### src/common/asop_pkg.sv
// constants for the converter serial result port
package asop_pkg;
   // ------------------------------------------------------------------
   // register map (byte offsets)
   // ------------------------------------------------------------------
   localparam logic [3:0] OFS_STATUS = 4'h0;
   localparam logic [3:0] OFS_MASK = 4'h4;
   localparam logic [3:0] OFS_STATE = 4'h8;
   localparam logic [3:0] OFS_RESULT = 4'hc;
   // status / mask bit positions
   localparam int BIT_READ_DONE = 0;
   localparam int BIT_INCOMPLETE = 1;
   localparam int EVENT_COUNT = 2;
   // reset values
   localparam logic [1:0] STATUS_RESET = 2'h0;
   localparam logic [1:0] MASK_RESET = 2'h0;
   localparam logic [15:0] RESULT_RESET = 16'h0000;
   // ------------------------------------------------------------------
   // shift timing
   // ------------------------------------------------------------------
   localparam int WORD_BITS = 16;
   localparam logic [4:0] WORD_BITS_COUNT = 5'h10;
   // core clocks per half period of the undivided internal shift clock
   localparam logic [7:0] HALF_BASE_CYCLES = 8'h02;
   // shared configuration pin positions (pins d2..d7)
   localparam int PIN_DIV0 = 0;
   localparam int PIN_DIV1 = 1;
   localparam int PIN_CLK_SRC = 2;
   localparam int PIN_SYNC_POL = 3;
   localparam int PIN_CLK_INV = 4;
   localparam int PIN_READ_MODE_OR_CHAIN_INPUT = 5;
   localparam int PIN_COUNT = 6;
   // port states
   typedef enum logic [2:0]
   {
      ST_IDLE = 3'b001,
      ST_MASTER = 3'b010,
      ST_SLAVE = 3'b100
   } asop_state_type;
endpackage : asop_pkg

### src/common/asop_shift_if.sv
// link between the port controller and the result shift register
`timescale 1ns/1ps
`default_nettype none
interface asop_shift_if;
   logic load;
   logic [15:0] load_word;
   logic shift;
   logic chain_bit;
   logic msb;
   logic [4:0] bits_left;
   modport ctrl (output load, output load_word, output shift,
      output chain_bit, input msb, input bits_left);
   modport engine (input load, input load_word, input shift,
      input chain_bit, output msb, output bits_left);
endinterface : asop_shift_if
`default_nettype wire

### src/core/asop_shift_engine.sv
// sixteen-bit result shift register with chain input
`timescale 1ns/1ps
`default_nettype none
module asop_shift_engine
(
   input wire logic i_clk,
   input wire logic i_rst_n,
   asop_shift_if.engine sh
);
   logic [15:0] sr;
   logic [4:0] left;

   // ------------------------------------------------------------------
   // shift register, msb leaves first, chain bit enters at the bottom
   // ------------------------------------------------------------------
   always_ff @(posedge i_clk or negedge i_rst_n)
   begin
      if (!i_rst_n)
      begin
         sr <= asop_pkg::RESULT_RESET;
         left <= 5'h00;
      end
      else if (sh.load)
      begin
         sr <= sh.load_word;
         left <= asop_pkg::WORD_BITS_COUNT;
      end
      else if (sh.shift)
      begin
         sr <= {sr[14:0], sh.chain_bit};
         left <= (left == 5'h00) ? 5'h00 : left - 5'h01;
      end
   end

   assign sh.msb = sr[15];
   assign sh.bits_left = left;

   // ------------------------------------------------------------------
   // checks
   // ------------------------------------------------------------------
   property p_msb_first;
      @(posedge i_clk) disable iff (!i_rst_n)
      sh.load |=> sh.msb == $past(sh.load_word[15]);
   endproperty
   a_msb_first: assert property (p_msb_first)
      else $error("msb not presented first after load");

   property p_chain_enters;
      @(posedge i_clk) disable iff (!i_rst_n)
      (sh.shift && !sh.load) |=> sr[0] == $past(sh.chain_bit);
   endproperty
   a_chain_enters: assert property (p_chain_enters)
      else $error("chain bit not taken into the shift register");
endmodule : asop_shift_engine
`default_nettype wire

### src/core/asop_serial_port.sv
// serial result port of the sampling converter
//
// Our own choices: the placing of the registers and the Avalon-MM interface to the registers.
`timescale 1ns/1ps
`default_nettype none
module asop_serial_port
(
   input wire logic i_core_clk,
   input wire logic i_rst_n,
   // avalon-mm slave
   input wire logic [3:0] i_avs_address,
   input wire logic i_avs_read,
   input wire logic i_avs_write,
   input wire logic [31:0] i_avs_writedata,
   output logic [31:0] o_avs_readdata,
   output logic o_avs_waitrequest,
   output logic o_irq,
   // converter core, same clock
   input wire logic i_conv_busy,
   input wire logic i_conv_done,
   input wire logic [15:0] i_conv_result,
   // pins
   input wire logic i_serial_parallel_select,
   input wire logic [5:0] i_cfg_pin,
   output logic [5:0] o_cfg_pin,
   output logic [5:0] o_cfg_pin_oe,
   input wire logic i_shift_clock,
   output logic o_shift_clock,
   output logic o_shift_clock_oe,
   input wire logic i_chip_select_n,
   output logic o_serial_data_out,
   output logic o_frame_sync,
   output logic o_incomplete_read_flag
);
   // ------------------------------------------------------------------
   // reset release and pin synchronisers
   // ------------------------------------------------------------------
   logic [1:0] rst_pipe;
   logic rst_n;
   logic [8:0] pin_meta;
   logic [8:0] pin_sync;

   always_ff @(posedge i_core_clk or negedge i_rst_n)
   begin
      if (!i_rst_n)
         rst_pipe <= 2'h0;
      else
         rst_pipe <= {rst_pipe[0], 1'b1};
   end
   assign rst_n = rst_pipe[1];

   always_ff @(posedge i_core_clk or negedge rst_n)
   begin
      if (!rst_n)
      begin
         pin_meta <= 9'h100;
         pin_sync <= 9'h100;
      end
      else
      begin
         pin_meta <= {i_chip_select_n, i_shift_clock,
            i_serial_parallel_select, i_cfg_pin};
         pin_sync <= pin_meta;
      end
   end

   // ------------------------------------------------------------------
   // mode decode
   // ------------------------------------------------------------------
   wire serial_sel = pin_sync[6];
   wire sclk_in = pin_sync[7];
   wire cs_n = pin_sync[8];
   wire slave_cfg = pin_sync[asop_pkg::PIN_CLK_SRC];
   wire sync_pol = pin_sync[asop_pkg::PIN_SYNC_POL];
   wire clk_inv = pin_sync[asop_pkg::PIN_CLK_INV];
   wire rdc_chain = pin_sync[asop_pkg::PIN_READ_MODE_OR_CHAIN_INPUT];
   wire master_mode = serial_sel && !slave_cfg;
   wire slave_mode = serial_sel && slave_cfg;
   wire divided = master_mode && !rdc_chain;
   wire [1:0] div_eff = divided ?
      pin_sync[asop_pkg::PIN_DIV1:asop_pkg::PIN_DIV0] : 2'h0;
   wire [7:0] half_cycles = asop_pkg::HALF_BASE_CYCLES << div_eff;

   // ------------------------------------------------------------------
   // state
   // ------------------------------------------------------------------
   asop_pkg::asop_state_type state;
   asop_pkg::asop_state_type next_state;
   asop_shift_if sh ();
   logic [15:0] result;
   logic busy_prev;
   logic mclk;
   logic [7:0] half_cnt;
   logic sclk_prev;
   logic flag_pulse;
   logic cs_prev;

   wire busy_rise = i_conv_busy && !busy_prev;
   wire master_start = master_mode && ((rdc_chain && busy_rise) ||
      (!rdc_chain && i_conv_done));
   // a start during a running frame is refused
   wire m_load = master_start && (state == asop_pkg::ST_IDLE);
   wire half_end = (half_cnt == half_cycles - 8'h01);
   wire m_fall = (state == asop_pkg::ST_MASTER) && half_end && mclk;
   wire m_last = m_fall && (sh.bits_left == 5'h01);
   wire sclk_eff = sclk_in ^ clk_inv;
   wire upd_edge = sclk_eff && !sclk_prev;
   // a new read needs chip select to rise and fall again, also after a drop
   wire cs_fall = !cs_n && cs_prev;
   wire slave_start = slave_mode && cs_fall &&
      (state == asop_pkg::ST_IDLE) && !flag_pulse;
   wire s_active = (state == asop_pkg::ST_SLAVE) && !cs_n;
   wire s_shift = s_active && upd_edge;
   wire s_last = s_shift && (sh.bits_left == 5'h01);
   wire s_abort = (state == asop_pkg::ST_SLAVE) && i_conv_done &&
      (sh.bits_left != 5'h00);

   always_comb
   begin
      next_state = state;
      unique case (state)
         asop_pkg::ST_IDLE:
            if (master_start)
               next_state = asop_pkg::ST_MASTER;
            else if (slave_start)
               next_state = asop_pkg::ST_SLAVE;
         asop_pkg::ST_MASTER:
            if (m_last || !master_mode)
               next_state = asop_pkg::ST_IDLE;
         asop_pkg::ST_SLAVE:
            if (cs_n || s_abort || !slave_mode)
               next_state = asop_pkg::ST_IDLE;
         default:
            next_state = asop_pkg::ST_IDLE;
      endcase
   end

   always_ff @(posedge i_core_clk or negedge rst_n)
   begin
      if (!rst_n)
      begin
         state <= asop_pkg::ST_IDLE;
         result <= asop_pkg::RESULT_RESET;
         busy_prev <= 1'b0;
         sclk_prev <= 1'b0;
         cs_prev <= 1'b1;
         flag_pulse <= 1'b0;
      end
      else
      begin
         state <= next_state;
         if (i_conv_done)
            result <= i_conv_result;
         busy_prev <= i_conv_busy;
         sclk_prev <= sclk_eff;
         cs_prev <= cs_n;
         flag_pulse <= s_abort;
      end
   end

   // ------------------------------------------------------------------
   // internal shift clock generator
   // ------------------------------------------------------------------
   always_ff @(posedge i_core_clk or negedge rst_n)
   begin
      if (!rst_n)
      begin
         mclk <= 1'b0;
         half_cnt <= 8'h00;
      end
      else if (state != asop_pkg::ST_MASTER)
      begin
         mclk <= 1'b0;
         half_cnt <= 8'h00;
      end
      else
      begin
         half_cnt <= half_end ? 8'h00 : half_cnt + 8'h01;
         mclk <= half_end ? !mclk : mclk;
      end
   end

   // ------------------------------------------------------------------
   // shift engine
   // ------------------------------------------------------------------
   // master with read mode high sends the stored previous result
   assign sh.load = m_load || slave_start;
   assign sh.load_word = (master_start && !rdc_chain) ? i_conv_result :
      result;
   assign sh.shift = m_fall || s_shift;
   assign sh.chain_bit = slave_mode ? rdc_chain : 1'b0;

   asop_shift_engine u_engine
   (
      .i_clk(i_core_clk),
      .i_rst_n(rst_n),
      .sh(sh)
   );

   // ------------------------------------------------------------------
   // pin drivers
   // ------------------------------------------------------------------
   wire m_frame = (state == asop_pkg::ST_MASTER);
   assign o_serial_data_out = serial_sel && sh.msb;
   assign o_frame_sync = master_mode && (m_frame ^ sync_pol);
   assign o_shift_clock = mclk ^ clk_inv;
   assign o_shift_clock_oe = master_mode;
   assign o_incomplete_read_flag = flag_pulse;
   // parallel mode drives result bits 4..7 onto pins d4..d7
   assign o_cfg_pin = serial_sel ? 6'h00 : {result[7:4], 2'h0};
   assign o_cfg_pin_oe = serial_sel ? 6'h00 : 6'h3c;

   // ------------------------------------------------------------------
   // register bus and interrupts
   // ------------------------------------------------------------------
   logic ack;
   logic [1:0] status;
   logic [1:0] mask;
   wire req = i_avs_read || i_avs_write;
   wire wr_take = i_avs_write && ack;
   wire sel_status = (i_avs_address == asop_pkg::OFS_STATUS);
   wire sel_mask = (i_avs_address == asop_pkg::OFS_MASK);
   wire sel_state = (i_avs_address == asop_pkg::OFS_STATE);
   wire sel_result = (i_avs_address == asop_pkg::OFS_RESULT);
   wire [1:0] ev_set = {flag_pulse, m_last || s_last};
   wire [1:0] ev_clr = (wr_take && sel_status) ? i_avs_writedata[1:0] :
      2'h0;
   wire [31:0] rd_mux = sel_status ? {30'h0, status} :
      sel_mask ? {30'h0, mask} :
      sel_state ? {19'h0, sh.bits_left, rdc_chain, clk_inv, sync_pol,
         slave_cfg, serial_sel, state} :
      sel_result ? {16'h0, result} : 32'h0;

   assign o_avs_waitrequest = req && !ack;
   assign o_irq = |(status & mask);

   always_ff @(posedge i_core_clk or negedge rst_n)
   begin
      if (!rst_n)
      begin
         ack <= 1'b0;
         status <= asop_pkg::STATUS_RESET;
         mask <= asop_pkg::MASK_RESET;
         o_avs_readdata <= 32'h0;
      end
      else
      begin
         ack <= req && !ack;
         // a new event wins over a clear in the same cycle
         status <= (status & ~ev_clr) | ev_set;
         if (wr_take && sel_mask)
            mask <= i_avs_writedata[1:0];
         if (i_avs_read && !ack)
            o_avs_readdata <= rd_mux;
      end
   end

   // ------------------------------------------------------------------
   // checks
   // ------------------------------------------------------------------
   property p_div_used;
      @(posedge i_core_clk) disable iff (!rst_n)
      divided |-> half_cycles == (asop_pkg::HALF_BASE_CYCLES <<
         pin_sync[asop_pkg::PIN_DIV1:asop_pkg::PIN_DIV0]);
   endproperty
   a_div_used: assert property (p_div_used)
      else $error("divider pins not applied in master read-after mode");

   property p_div_ignored;
      @(posedge i_core_clk) disable iff (!rst_n)
      !divided |-> half_cycles == asop_pkg::HALF_BASE_CYCLES;
   endproperty
   a_div_ignored: assert property (p_div_ignored)
      else $error("divider pins used outside master read-after mode");

   property p_master_drives;
      @(posedge i_core_clk) disable iff (!rst_n)
      (m_frame && half_end && !mclk) |=> o_shift_clock == !clk_inv;
   endproperty
   a_master_drives: assert property (p_master_drives)
      else $error("internal shift clock did not rise");

   property p_cs_gate;
      @(posedge i_core_clk) disable iff (!rst_n)
      (slave_mode && cs_n) |-> !sh.shift;
   endproperty
   a_cs_gate: assert property (p_cs_gate)
      else $error("shift while chip select inactive");

   property p_sync_level;
      @(posedge i_core_clk) disable iff (!rst_n)
      (m_frame && master_mode) |-> o_frame_sync != sync_pol;
   endproperty
   a_sync_level: assert property (p_sync_level)
      else $error("frame sync not at its active level");

   property p_idle_clock;
      @(posedge i_core_clk) disable iff (!rst_n)
      (state == asop_pkg::ST_IDLE) |-> o_shift_clock == clk_inv;
   endproperty
   a_idle_clock: assert property (p_idle_clock)
      else $error("idle shift clock level ignores invert pin");

   property p_rdc_high;
      @(posedge i_core_clk) disable iff (!rst_n)
      (master_start && rdc_chain) |-> busy_rise;
   endproperty
   a_rdc_high: assert property (p_rdc_high)
      else $error("read-during start not at conversion start");

   property p_rdc_low;
      @(posedge i_core_clk) disable iff (!rst_n)
      (master_start && !rdc_chain) |-> i_conv_done;
   endproperty
   a_rdc_low: assert property (p_rdc_low)
      else $error("read-after start before conversion end");

   property p_parallel;
      @(posedge i_core_clk) disable iff (!rst_n)
      !serial_sel |-> o_cfg_pin_oe == 6'h3c && o_cfg_pin[5:2] == result[7:4];
   endproperty
   a_parallel: assert property (p_parallel)
      else $error("parallel bits 4-7 not driven");

   property p_slave_edge;
      @(posedge i_core_clk) disable iff (!rst_n)
      s_shift |-> !$past(sclk_eff) && sclk_eff;
   endproperty
   a_slave_edge: assert property (p_slave_edge)
      else $error("slave update on the wrong edge");

   property p_sync_hold;
      @(posedge i_core_clk) disable iff (!rst_n)
      (master_start && state == asop_pkg::ST_IDLE) |=>
         (o_frame_sync != sync_pol) [*2];
   endproperty
   a_sync_hold: assert property (p_sync_hold)
      else $error("frame sync dropped early in a frame");

   property p_flag_pulse;
      @(posedge i_core_clk) disable iff (!rst_n)
      s_abort |=> o_incomplete_read_flag ##1 !o_incomplete_read_flag;
   endproperty
   a_flag_pulse: assert property (p_flag_pulse)
      else $error("incomplete read flag not a one-cycle pulse");

   c_master_frame: cover property (@(posedge i_core_clk) disable iff (!rst_n)
      m_last);
   c_slave_frame: cover property (@(posedge i_core_clk) disable iff (!rst_n)
      s_last);
   c_abort: cover property (@(posedge i_core_clk) disable iff (!rst_n)
      s_abort);
   c_irq: cover property (@(posedge i_core_clk) disable iff (!rst_n)
      o_irq);
endmodule : asop_serial_port
`default_nettype wire

### config.mk
export PLATFORM = sky130hd
export DESIGN_NAME = asop_serial_port
export DESIGN_NICKNAME = d
export VERILOG_FILES = /design/src/common/asop_pkg.sv /design/src/common/asop_shift_if.sv /design/src/core/asop_shift_engine.sv /design/src/core/asop_serial_port.sv
export SDC_FILE = /design/constraint.sdc
export NUM_CORES = 1
export LEC_CHECK = 0
export BUFFER_PORTS_ARGS = -buffer_cell sky130_fd_sc_hd__buf_2
export CAP_MARGIN = 20
export CORE_UTILIZATION = 52
export CTS_BUF_LIST = sky130_fd_sc_hd__clkbuf_16
export DETAILED_ROUTE_END_ITERATION = 12
export PLACE_DENSITY_LB_ADDON = 0.15
export SYNTH_ARGS = -nofsm -noshare
export SYNTH_HDL_FRONTEND = slang
export SYNTH_SLANG_ARGS = --single-unit
export TNS_END_PERCENT = 100
### constraint.sdc
create_clock -name i_core_clk -period 3.4 [get_ports i_core_clk]
set_input_delay 0.68 -clock i_core_clk [delete_from_list [all_inputs] [get_ports i_core_clk]]
set_output_delay 0.68 -clock i_core_clk [all_outputs]
set_load 0.01 [all_outputs]
Word level (Yosys, flattened, before mapping)
Cells that the tools add are included.
W data, S select, Z words.
{"block": "classes", "addsub": 3, "n_mul": 0, "div": 0, "magnitude_cmp": 0, "eq_ne": 12, "n_shift": 1, "mux": 24, "bitwise": 7, "n_reduce_logical": 54}
{"cell": "$mux W16", "n": 7}
{"cell": "$logic_and A1 B1 Y1", "n": 29}
{"cell": "$mux W8", "n": 2}
{"cell": "$mux W5", "n": 3}
{"cell": "$mux W3", "n": 4}
{"cell": "$mux W6", "n": 2}
{"cell": "$logic_not A1 Y1", "n": 10}
{"cell": "$pmux W3 S3", "n": 1}
{"cell": "$add A8 B1 Y8 const B", "n": 1}
{"cell": "$eq A4 B4 Y1 const B", "n": 2}
{"cell": "$eq A8 B8 Y1", "n": 1}
{"cell": "$logic_or A1 B1 Y1", "n": 8}
{"cell": "$shl A2 B2 Y8 const A", "n": 1}
{"cell": "$sub A8 B1 Y8 const B", "n": 1}
{"cell": "$eq A5 B1 Y1 const B", "n": 1}
{"cell": "$logic_not A5 Y1", "n": 1}
{"cell": "$reduce_bool A5 Y1", "n": 1}
{"cell": "$sub A5 B1 Y5 const B", "n": 1}
{"cell": "$and A2 B2 Y2", "n": 2}
{"cell": "$eq A4 B3 Y1 const B", "n": 1}
{"cell": "$logic_not A4 Y1", "n": 1}
{"cell": "$mux W2", "n": 2}
{"cell": "$ne A2 B1 Y1 const B", "n": 2}
{"cell": "$reduce_bool A2 Y1", "n": 2}
{"cell": "other kinds (11)", "n": 15}
{"block": "word_totals", "reg_bits": 110, "latch_bits": 0, "mem_bits_rw": 0, "romBits": 0, "output_inout_bits": 51, "n_memories": 0}

Depth between registers and ports, before layout
Gate-level depths: netlist of run 1.
{"block": "logic_depth", "depth_word": 13, "depth_mapped": 9, "ltp_nobuf": 8}

Modules after synthesis
A second synthesis of run 1 with hierarchy kept.
{"block": "unflattened", "hier_cells": 380, "hier_area_um2": 4324.1}
{"mod": "asop_serial_port", "instances": 1, "cells_each": 283, "area_each_um2": 3329.4, "seq_area_each_um2": 1831.8}
{"mod": "asop_shift_engine", "instances": 1, "cells_each": 97, "area_each_um2": 994.7, "seq_area_each_um2": 525.5}

Least setup slack after synthesis of run 1
Ideal clock, no wire load.
{"block": "synth_path", "path_kind": "reg-to-reg", "startpoint": "register pin_sync[2]", "endpoint": "register u_engine.sr[10]", "t_arrival_ns": 1.901, "required_ns": 3.274, "slack_ns": 1.373, "path_stages_with_launch": 9, "synth_period_minus_slack_ns": 2.027, "cell_sequence": "dfrtp_1 -> or3b_4 -> o21ai_2 -> nand4_2 -> o21ai_4 -> nor2b_1 -> buf_6 -> buf_6 -> a221o_1"}
{"block": "synth_between", "elab_chain_cells": 11, "word_cells_on_any_way": 21}
{"item": "from (decl)", "line": "asop_serial_port.sv:41", "rtl": "logic [8:0] pin_sync;"}
{"item": "from (signal assigned)", "line": "asop_serial_port.sv:63", "rtl": "pin_sync <= pin_meta;"}
{"item": "$logic_not A1 Y1", "line": "asop_serial_port.sv:77", "rtl": "wire master_mode = serial_sel && !slave_cfg;"}
{"item": "$logic_and A1 B1 Y1", "line": "asop_serial_port.sv:77"}
{"item": "$logic_and A1 B1 Y1", "line": "asop_serial_port.sv:79", "rtl": "wire divided = master_mode && !rdc_chain;"}
{"item": "$mux W2", "line": "asop_serial_port.sv:80", "rtl": "wire [1:0] div_eff = divided ?"}
{"item": "$shl A2 B2 Y8", "line": "asop_serial_port.sv:82", "rtl": "wire [7:0] half_cycles = asop_pkg::HALF_BASE_CYCLES << div_eff;"}
{"item": "$sub A8 B1 Y8", "line": "asop_serial_port.sv:103", "rtl": "wire half_end = (half_cnt == half_cycles - 8'h01);"}
{"item": "$eq A8 B8 Y1", "line": "asop_serial_port.sv:103"}
{"item": "$logic_and A1 B1 Y1 (2 in a row)", "line": "asop_serial_port.sv:104", "rtl": "wire m_fall = (state == asop_pkg::ST_MASTER) && half_end && mclk;"}
{"item": "$logic_or A1 B1 Y1", "line": "asop_serial_port.sv:190", "rtl": "assign sh.shift = m_fall || s_shift;"}
{"item": "$reduce_bool A2 Y1 (no line)"}
{"item": "to (signal assigned)", "line": "asop_shift_engine.sv:20", "rtl": "sr <= asop_pkg::RESULT_RESET;"}
{"item": "to (signal assigned)", "line": "asop_shift_engine.sv:25", "rtl": "sr <= sh.load_word;"}
{"item": "to (signal assigned)", "line": "asop_shift_engine.sv:30", "rtl": "sr <= {sr[14:0], sh.chain_bit};"}
{"item": "to (decl)", "line": "asop_shift_engine.sv:10", "rtl": "logic [15:0] sr;"}
Several ways; a longest one is shown, not always the timed one.
A chain may end at the register's enable or synchronous reset.

Worst setup path in the final report of run 1
{"block": "layout_path", "startpoint": "register pin_sync[2]", "endpoint": "register u_engine.sr[9]"}
Same word-level chain as after synthesis.

==> results of run 1 <==
## cell usage in the layout (no fill, tap or decap), drive strengths merged, types with 9 or more instances in the layout
cell / count
dfrtp: 90
buf: 74
nand2: 62
nor2: 22
conb: 21
mux2: 19
a21oi: 16
a221o: 16
mux2i: 13
o31ai: 11
clkbuf: 9
inv: 9
## how the worst max path moves through the flow
stage                                     endpoint  slack, ns  cells after the start
after floorplan                                ack       0.59                      0
after global placement    u_engine.sh.bits_left[0]       0.60                      6
after detailed placement  u_engine.sh.bits_left[2]       0.93                      7
after CTS                           u_engine.sr[9]       0.93                      7
after global routing               u_engine.sr[11]       0.81                      7
final                               u_engine.sr[9]       0.95                      7
## worst register-to-register path: cells and delay by family (launching register included)
family / cells / cell delay, ns
and+or+nand+nor: 4 / 1.47
buffers and inverters: 1 / 0.23
DFF: 1 / 0.44
AOI/OAI and AO/OA: 2 / 0.24
## routing by layer
layer,GRT usage,vias up
met5,0,-
li1,-,1416
met3,0.04844,13
met2,0.3315,97
met1,0.3207,1406
met4,0.06923,0
## state kept, by name, indices dropped and copies added (netlist names)
| name | count |
|---|---|
| o_avs_readdata | 16 |
| result | 16 |
| u_engine.sr | 16 |
| pin_meta | 9 |
| pin_sync | 9 |
| half_cnt | 8 |
| u_engine.sh.bits_left | 5 |
| state | 3 |
| mask | 2 |
| rst_pipe | 2 |
| status | 2 |
| ack | 1 |
| busy_prev | 1 |
| cs_prev | 1 |
| mclk | 1 |
| o_incomplete_read_flag | 1 |
| sclk_prev | 1 |
## cells by family after synthesis
kind of cell / count (synthesis) / synth area share
flops: 94 / 0.5518
fa+ha+maj: 3 / 0.008788
other cells: 2 / 0.001758
compound gates: 63 / 0.1122
xor+xnor: 11 / 0.02256
simple gates: 128 / 0.1441
mux: 34 / 0.09109
buf+inv: 49 / 0.06766
## power groups by stage
stage | Combinational, mW | Clock, mW | Sequential [mW]
final | 0.401 | 0.924 | 1.39
after global routing | 0.446 | 0.988 | 1.42
after CTS | 0.405 | 0.939 | 1.39
after detailed placement | 0.402 | 0 | 1.41
after global placement | 0.371 | 0 | 1.42
after floorplan | 0.301 | 0 | 1.39
## cell type report
| type | count | area (um2) |
|---|---|---|
| well taps | 102 | 127.6 |
| clock inverters | 7 | 48.80 |
| flip-flops and latches | 94 | 2361 |
| multi-input cells | 260 | 1697 |
| inverters | 7 | 26.28 |
| repair buffers | 74 | 411.6 |
| fillers | 683 | 2950 |
| clock buffers | 9 | 225.2 |
## through the flow
step / instances / area, um2
detailed placement: 537 / 4623
global placement: 535 / 4584
global route: 553 / 4897
finish: 553 / 4897
floorplan: 403 / 4343
CTS: 553 / 4897
==> impl_metrics.tcl, run 1 <==
set metrics [dict create \
    run_status "finished clean" \
    worst_path_max_delay_cell "sky130_fd_sc_hd__nor2b_1" \
    root_buffer "sky130_fd_sc_hd__clkbuf_16" \
    cts_hold_repair.buffers 0 \
    detailedRoute.firstIterationViolations 112 \
    place_congestion 0.7588 \
    final_core_utilization 0.6240 \
    max_slew_margin 0.3432 \
    post_route_cells_drive_above_1_share 0.2661 \
    irDropWorstVdd_uv 323.5 \
    synthToLayoutAreaGrowth_pct 14.65 \
    finalHoldViolations 0 \
    finalCritPeriodShare 0.7215 \
    syn-instance-count 384 \
    dr_wl_met3_um 494 \
    cts_resized 0 \
    vias_per_cell 5.302 \
    antenna_found_initial 0 \
    path_cells "or3b_4, or3_1, nand4_2, o21ai_4, nor2b_1, buf_6, a221o_1" \
    yosysSeqAreaShare 0.5518 \
    power_report.internal_total_mw 1.982 \
    worstPathArrival_ns 2.72 \
    unrepaired_setup_endpoints_after_global_routing "no" \
    ioPinCount 118 \
    ys_types 49 \
    groute.usage.overall 0.2207 \
    power_frac_seq 0.513 \
    grt_first_pass_wirelength_um 14490 \
    slowest_delay_ns 0.51 \
    effective_utilization_at_floorplan 0.5443 \
    rr_worst_depth 7 \
    ys_warn_count 0 \
    tritoncts_clock_tree "built" \
    yosys.area.top_type_share 0.5272 \
    critical_path.startpoint_type "flop" \
    crit_family "simple AND/OR/NAND/NOR gates" \
    total_power_mw 2.719 \
    overflow 0 \
    clock_power_share 0.340 \
    met2RoutedLength_um 3892 \
    die_height_um 92.64 \
    worst_slew_pin_slew_ns 0.9852 \
    critPathKind "flop to flop" \
    hold_class "input port to async pin" \
    synth.largest_area_cell "sky130_fd_sc_hd__dfrtp_1" \
    finish.net_count 516 \
    detail_route.wl_per_cell_um 15.97 \
    final_sum_of_negative_setup_slack_ns 0 \
    total_switching_power_mw 0.7372 \
    tritoncts.num_buffers 9 \
    cts_max_level 3 \
    dominantRegCellSynth "sky130_fd_sc_hd__dfrtp_1" \
    wl_met1_um 4306 \
    antenna_left 0 \
    clock-sinks 94 \
    drv_slew 0 \
    grt_max_degree 61 \
    ctsLongestPathBuffers 2 \
    worst_ep_required_time_ns 3.67 \
    postLayoutSetupSlackWorst_ns 0.9470 \
    worst_hold_slack_ns 0.1159 \
    floorplan.die_area_mm2 0.008581 \
    worst_skew_pair.late_latency_ns 0.34 \
    timing.final.crit_period_ns 2.453 \
    antenna_cells_inserted 0 \
    synth.top_cells.by_count "sky130_fd_sc_hd__dfrtp_1, sky130_fd_sc_hd__nand2_1, sky130_fd_sc_hd__buf_4, sky130_fd_sc_hd__nor2_1, sky130_fd_sc_hd__mux2_2" \
    postSynth.asyncResetShare 1.000 \
    achievable-frequency_ghz 0.4077 \
    detail_route.first_pass.iterations 4 \
    num_vias 2932 \
    rr_startpoint "pin_sync[2]" \
    top_layer_used "met4" \
    number_of_enable_flip_flop_cells_after_synthesis 0 \
    power_density_mw_per_mm2 555.3 \
    syn_area_mm2 0.004272 \
    die_w_um 92.64 \
    yosysMostFrequentCell "sky130_fd_sc_hd__dfrtp_1" \
    fin_skew_ns 0.007580 \
    preCtsSetupSlack_ns 0.9252 \
    core_mm2 0.007848 \
    route.final.wire_length_um 8831 \
    placementRows 32 \
    placement.io_buffers 67 \
    syn_avg_cell_area_um2 11.12 \
    synth.top_cells.by_area "sky130_fd_sc_hd__dfrtp_1, sky130_fd_sc_hd__nand2_1, sky130_fd_sc_hd__mux2_2" \
    crit_path_start "pin_sync[2]" \
    r2r_setup_slack_ns 0.95 \
    worst_path_clk_slew_ns 0.06 \
    power.switching_fraction 0.2711 \
    power.leakage_nw 2.347 \
    hpwl_um 6133 \
    finalSetupViolations 0 \
    post-route-drc-count 0 \
    path_max_fanout 10 \
    synth.ff_latch_count 94 \
    cap_violations 0 \
    capturing_point_of_the_worst_reg2reg_path "u_engine.sr[9]" \
    path_buf_inv 1 \
    worst_setup_path_end_kind "flop" \
    grt_pass1_vias 2835 \
    post-cts-setup-buffers 0 \
    power.share.combinational 0.147 \
]
Note: power is estimated with default switching activity, not from simulation.
==> run 2, diff against run 1 <==
clock period = 2.6 ns   (was 3.4 ns; I/O delays follow)
==> run 2 against run 1 <==
Effect of this change:
- critical path depth is the same
- sequential share of layout area shrank 0.32 points
- core utilization grew 0.41 points
- first-iteration DRC count grew 120%
- sequential power grew 31%
- worst setup slack lost 0.68 ns
==> impl_metrics.tcl, run 2 (synthesized netlist as in run 1, its figures left out) <==
set metrics [dict create \
    run_status "finished clean" \
    critical_path.startpoint_type "flop" \
    post-route-drc-count 0 \
    worst_hold_slack_ns 0.2865 \
    root_buffer "sky130_fd_sc_hd__clkbuf_16" \
    power.share.combinational 0.147 \
    critPathKind "flop to flop" \
    ctsLongestPathBuffers 2 \
    clock-sinks 94 \
    worst_ep_required_time_ns 2.81 \
    detailedRoute.firstIterationViolations 247 \
    hold_class "input port to flop" \
    clock_power_share 0.351 \
    placed_cells 539 \
    placement.io_buffers 67 \
    die_height_um 92.64 \
    finalCritPeriodShare 0.8955 \
    route.final.wire_length_um 8570 \
    detail_route.wl_per_cell_um 15.41 \
    multi_input_combinational_cell_area_mm2 0.001697 \
    worstPathArrival_ns 2.54 \
    power_density_mw_per_mm2 733.7 \
    path_buf_inv 1 \
    finish.net_count 519 \
    postPlaceCellArea_mm2 0.004627 \
    antenna_cells_inserted 0 \
    cts_max_level 3 \
    finish.instance_area_mm2 0.004930 \
    tritoncts.num_buffers 9 \
    fin_skew_ns 0.009466 \
    hpwl_um 5987 \
    layout.cells.most_common "sky130_fd_sc_hd__dfrtp_1" \
    unrepaired_setup_endpoints_after_global_routing "no" \
    worst_slew_pin_slew_ns 0.6927 \
    grt_pass1_vias 2859 \
    cts_resized 0 \
    vias_per_cell 5.308 \
    placementRows 32 \
    final_sum_of_negative_setup_slack_ns 0 \
    crit_family "compound AO/OA/AOI/OAI gates" \
    worst_path_max_delay_cell "sky130_fd_sc_hd__dfrtp_1" \
    groute.usage.overall 0.2193 \
    total_switching_power_mw 0.9344 \
    grt_first_pass_wirelength_um 14330 \
    overflow 0 \
    regArea_mm2 0.002361 \
    slowest_delay_ns 0.46 \
    commonest_cells_after_routing_fill_and_taps_aside "sky130_fd_sc_hd__dfrtp_1, sky130_fd_sc_hd__buf_2, sky130_fd_sc_hd__nand2_1" \
    timing.final.crit_period_ns 2.328 \
    antenna_left 0 \
    path_max_fanout 17 \
    effective_utilization_at_floorplan 0.5443 \
    total_power_mw 3.617 \
    power.leakage_nw 2.379 \
    die_w_um 92.64 \
    worst_setup_path_end_kind "flop" \
    finalSetupViolations 0 \
    max_slew_margin 0.5317 \
    finalHoldViolations 0 \
    post_route_cells_drive_above_1_share 0.2665 \
    tritoncts_clock_tree "built" \
    reg_top3 "o_avs_readdata (16), result (16), u_engine.sr (16)" \
    grt_max_degree 93 \
    worst_skew_pair.late_latency_ns 0.33 \
    cap_violations 0 \
    power_frac_seq 0.503 \
    achievable-frequency_ghz 0.4295 \
    num_vias 2951 \
    ioPinCount 118 \
    core_mm2 0.007848 \
    place_congestion 0.7253 \
    worst_path_clk_slew_ns 0.06 \
    layout.filler_cells 675 \
    preCtsSetupSlack_ns 0.2552 \
    floorplan.die_area_mm2 0.008581 \
    antenna_found_initial 0 \
    postLayoutSetupSlackWorst_ns 0.2717 \
    synthToLayoutAreaGrowth_pct 15.41 \
    detail_route.first_pass.iterations 5 \
    path_cells "or3b_4, o21ai_1, nand4_2, o21ai_4, nor2b_1, buf_4, a221o_1" \
    irDropWorstVdd_uv 399.4 \
    drv_slew 0 \
    final-instance-count-excl-fill 556 \
    final_core_utilization 0.6282 \
    power.switching_fraction 0.2584 \
    power_report.internal_total_mw 2.682 \
]
-- run 2: timing repair --
item / CTS / global route
buffers inserted: 0 / 0
hold buffers: 1 / 0
hold endpoints to repair: 2 / 0
-- run 2: area by class of cell --
class / count / share of cell area
sequential: 94 / 0.4789
timing repair buffer: 77 / 0.08629
tap: 102 / 0.02589
multi-input combinational: 260 / 0.3442
clock inverter: 7 / 0.01371
inverter: 7 / 0.005330
clock buffer: 9 / 0.04569
-- run 2: power by group through the flow --
stage | sequential (mW) | clock, mW | combinational, mW
global route | 1.84 | 1.36 | 0.593
CTS | 1.82 | 1.29 | 0.534
floorplan | 1.82 | 0 | 0.394
finish | 1.82 | 1.27 | 0.530
global placement | 1.83 | 0 | 0.515
detailed placement | 1.84 | 0 | 0.530
-- run 2: worst paths after layout --
kind                                 startpoint                        to  slack, ns  cells past startpoint
worst min-delay path            i_chip_select_n               pin_meta[8]       0.29                      1
worst max-delay path                pin_sync[6]  u_engine.sh.bits_left[2]       0.27                      7
min in group asynchronous           rst_pipe[1]                 result[9]       0.35                      1
worst max register to register      pin_sync[6]  u_engine.sh.bits_left[2]       0.27                      7
worst min register to register      rst_pipe[1]                 result[9]       0.35                      1
max in group asynchronous           rst_pipe[1]               pin_meta[8]       1.85                      1
-- run 2: per-layer routing --
| layer | global-route usage | vias to the layer above | wire length, um |
|---|---|---|---|
| li1 | - | 1429 | - |
| met1 | 0.3224 | 1412 | 4195 |
| met2 | 0.3235 | 100 | 3769 |
| met3 | 0.04516 | 10 | 488 |
| met4 | 0.07821 | 0 | 116 |
| met5 | 0 | - | 0 |
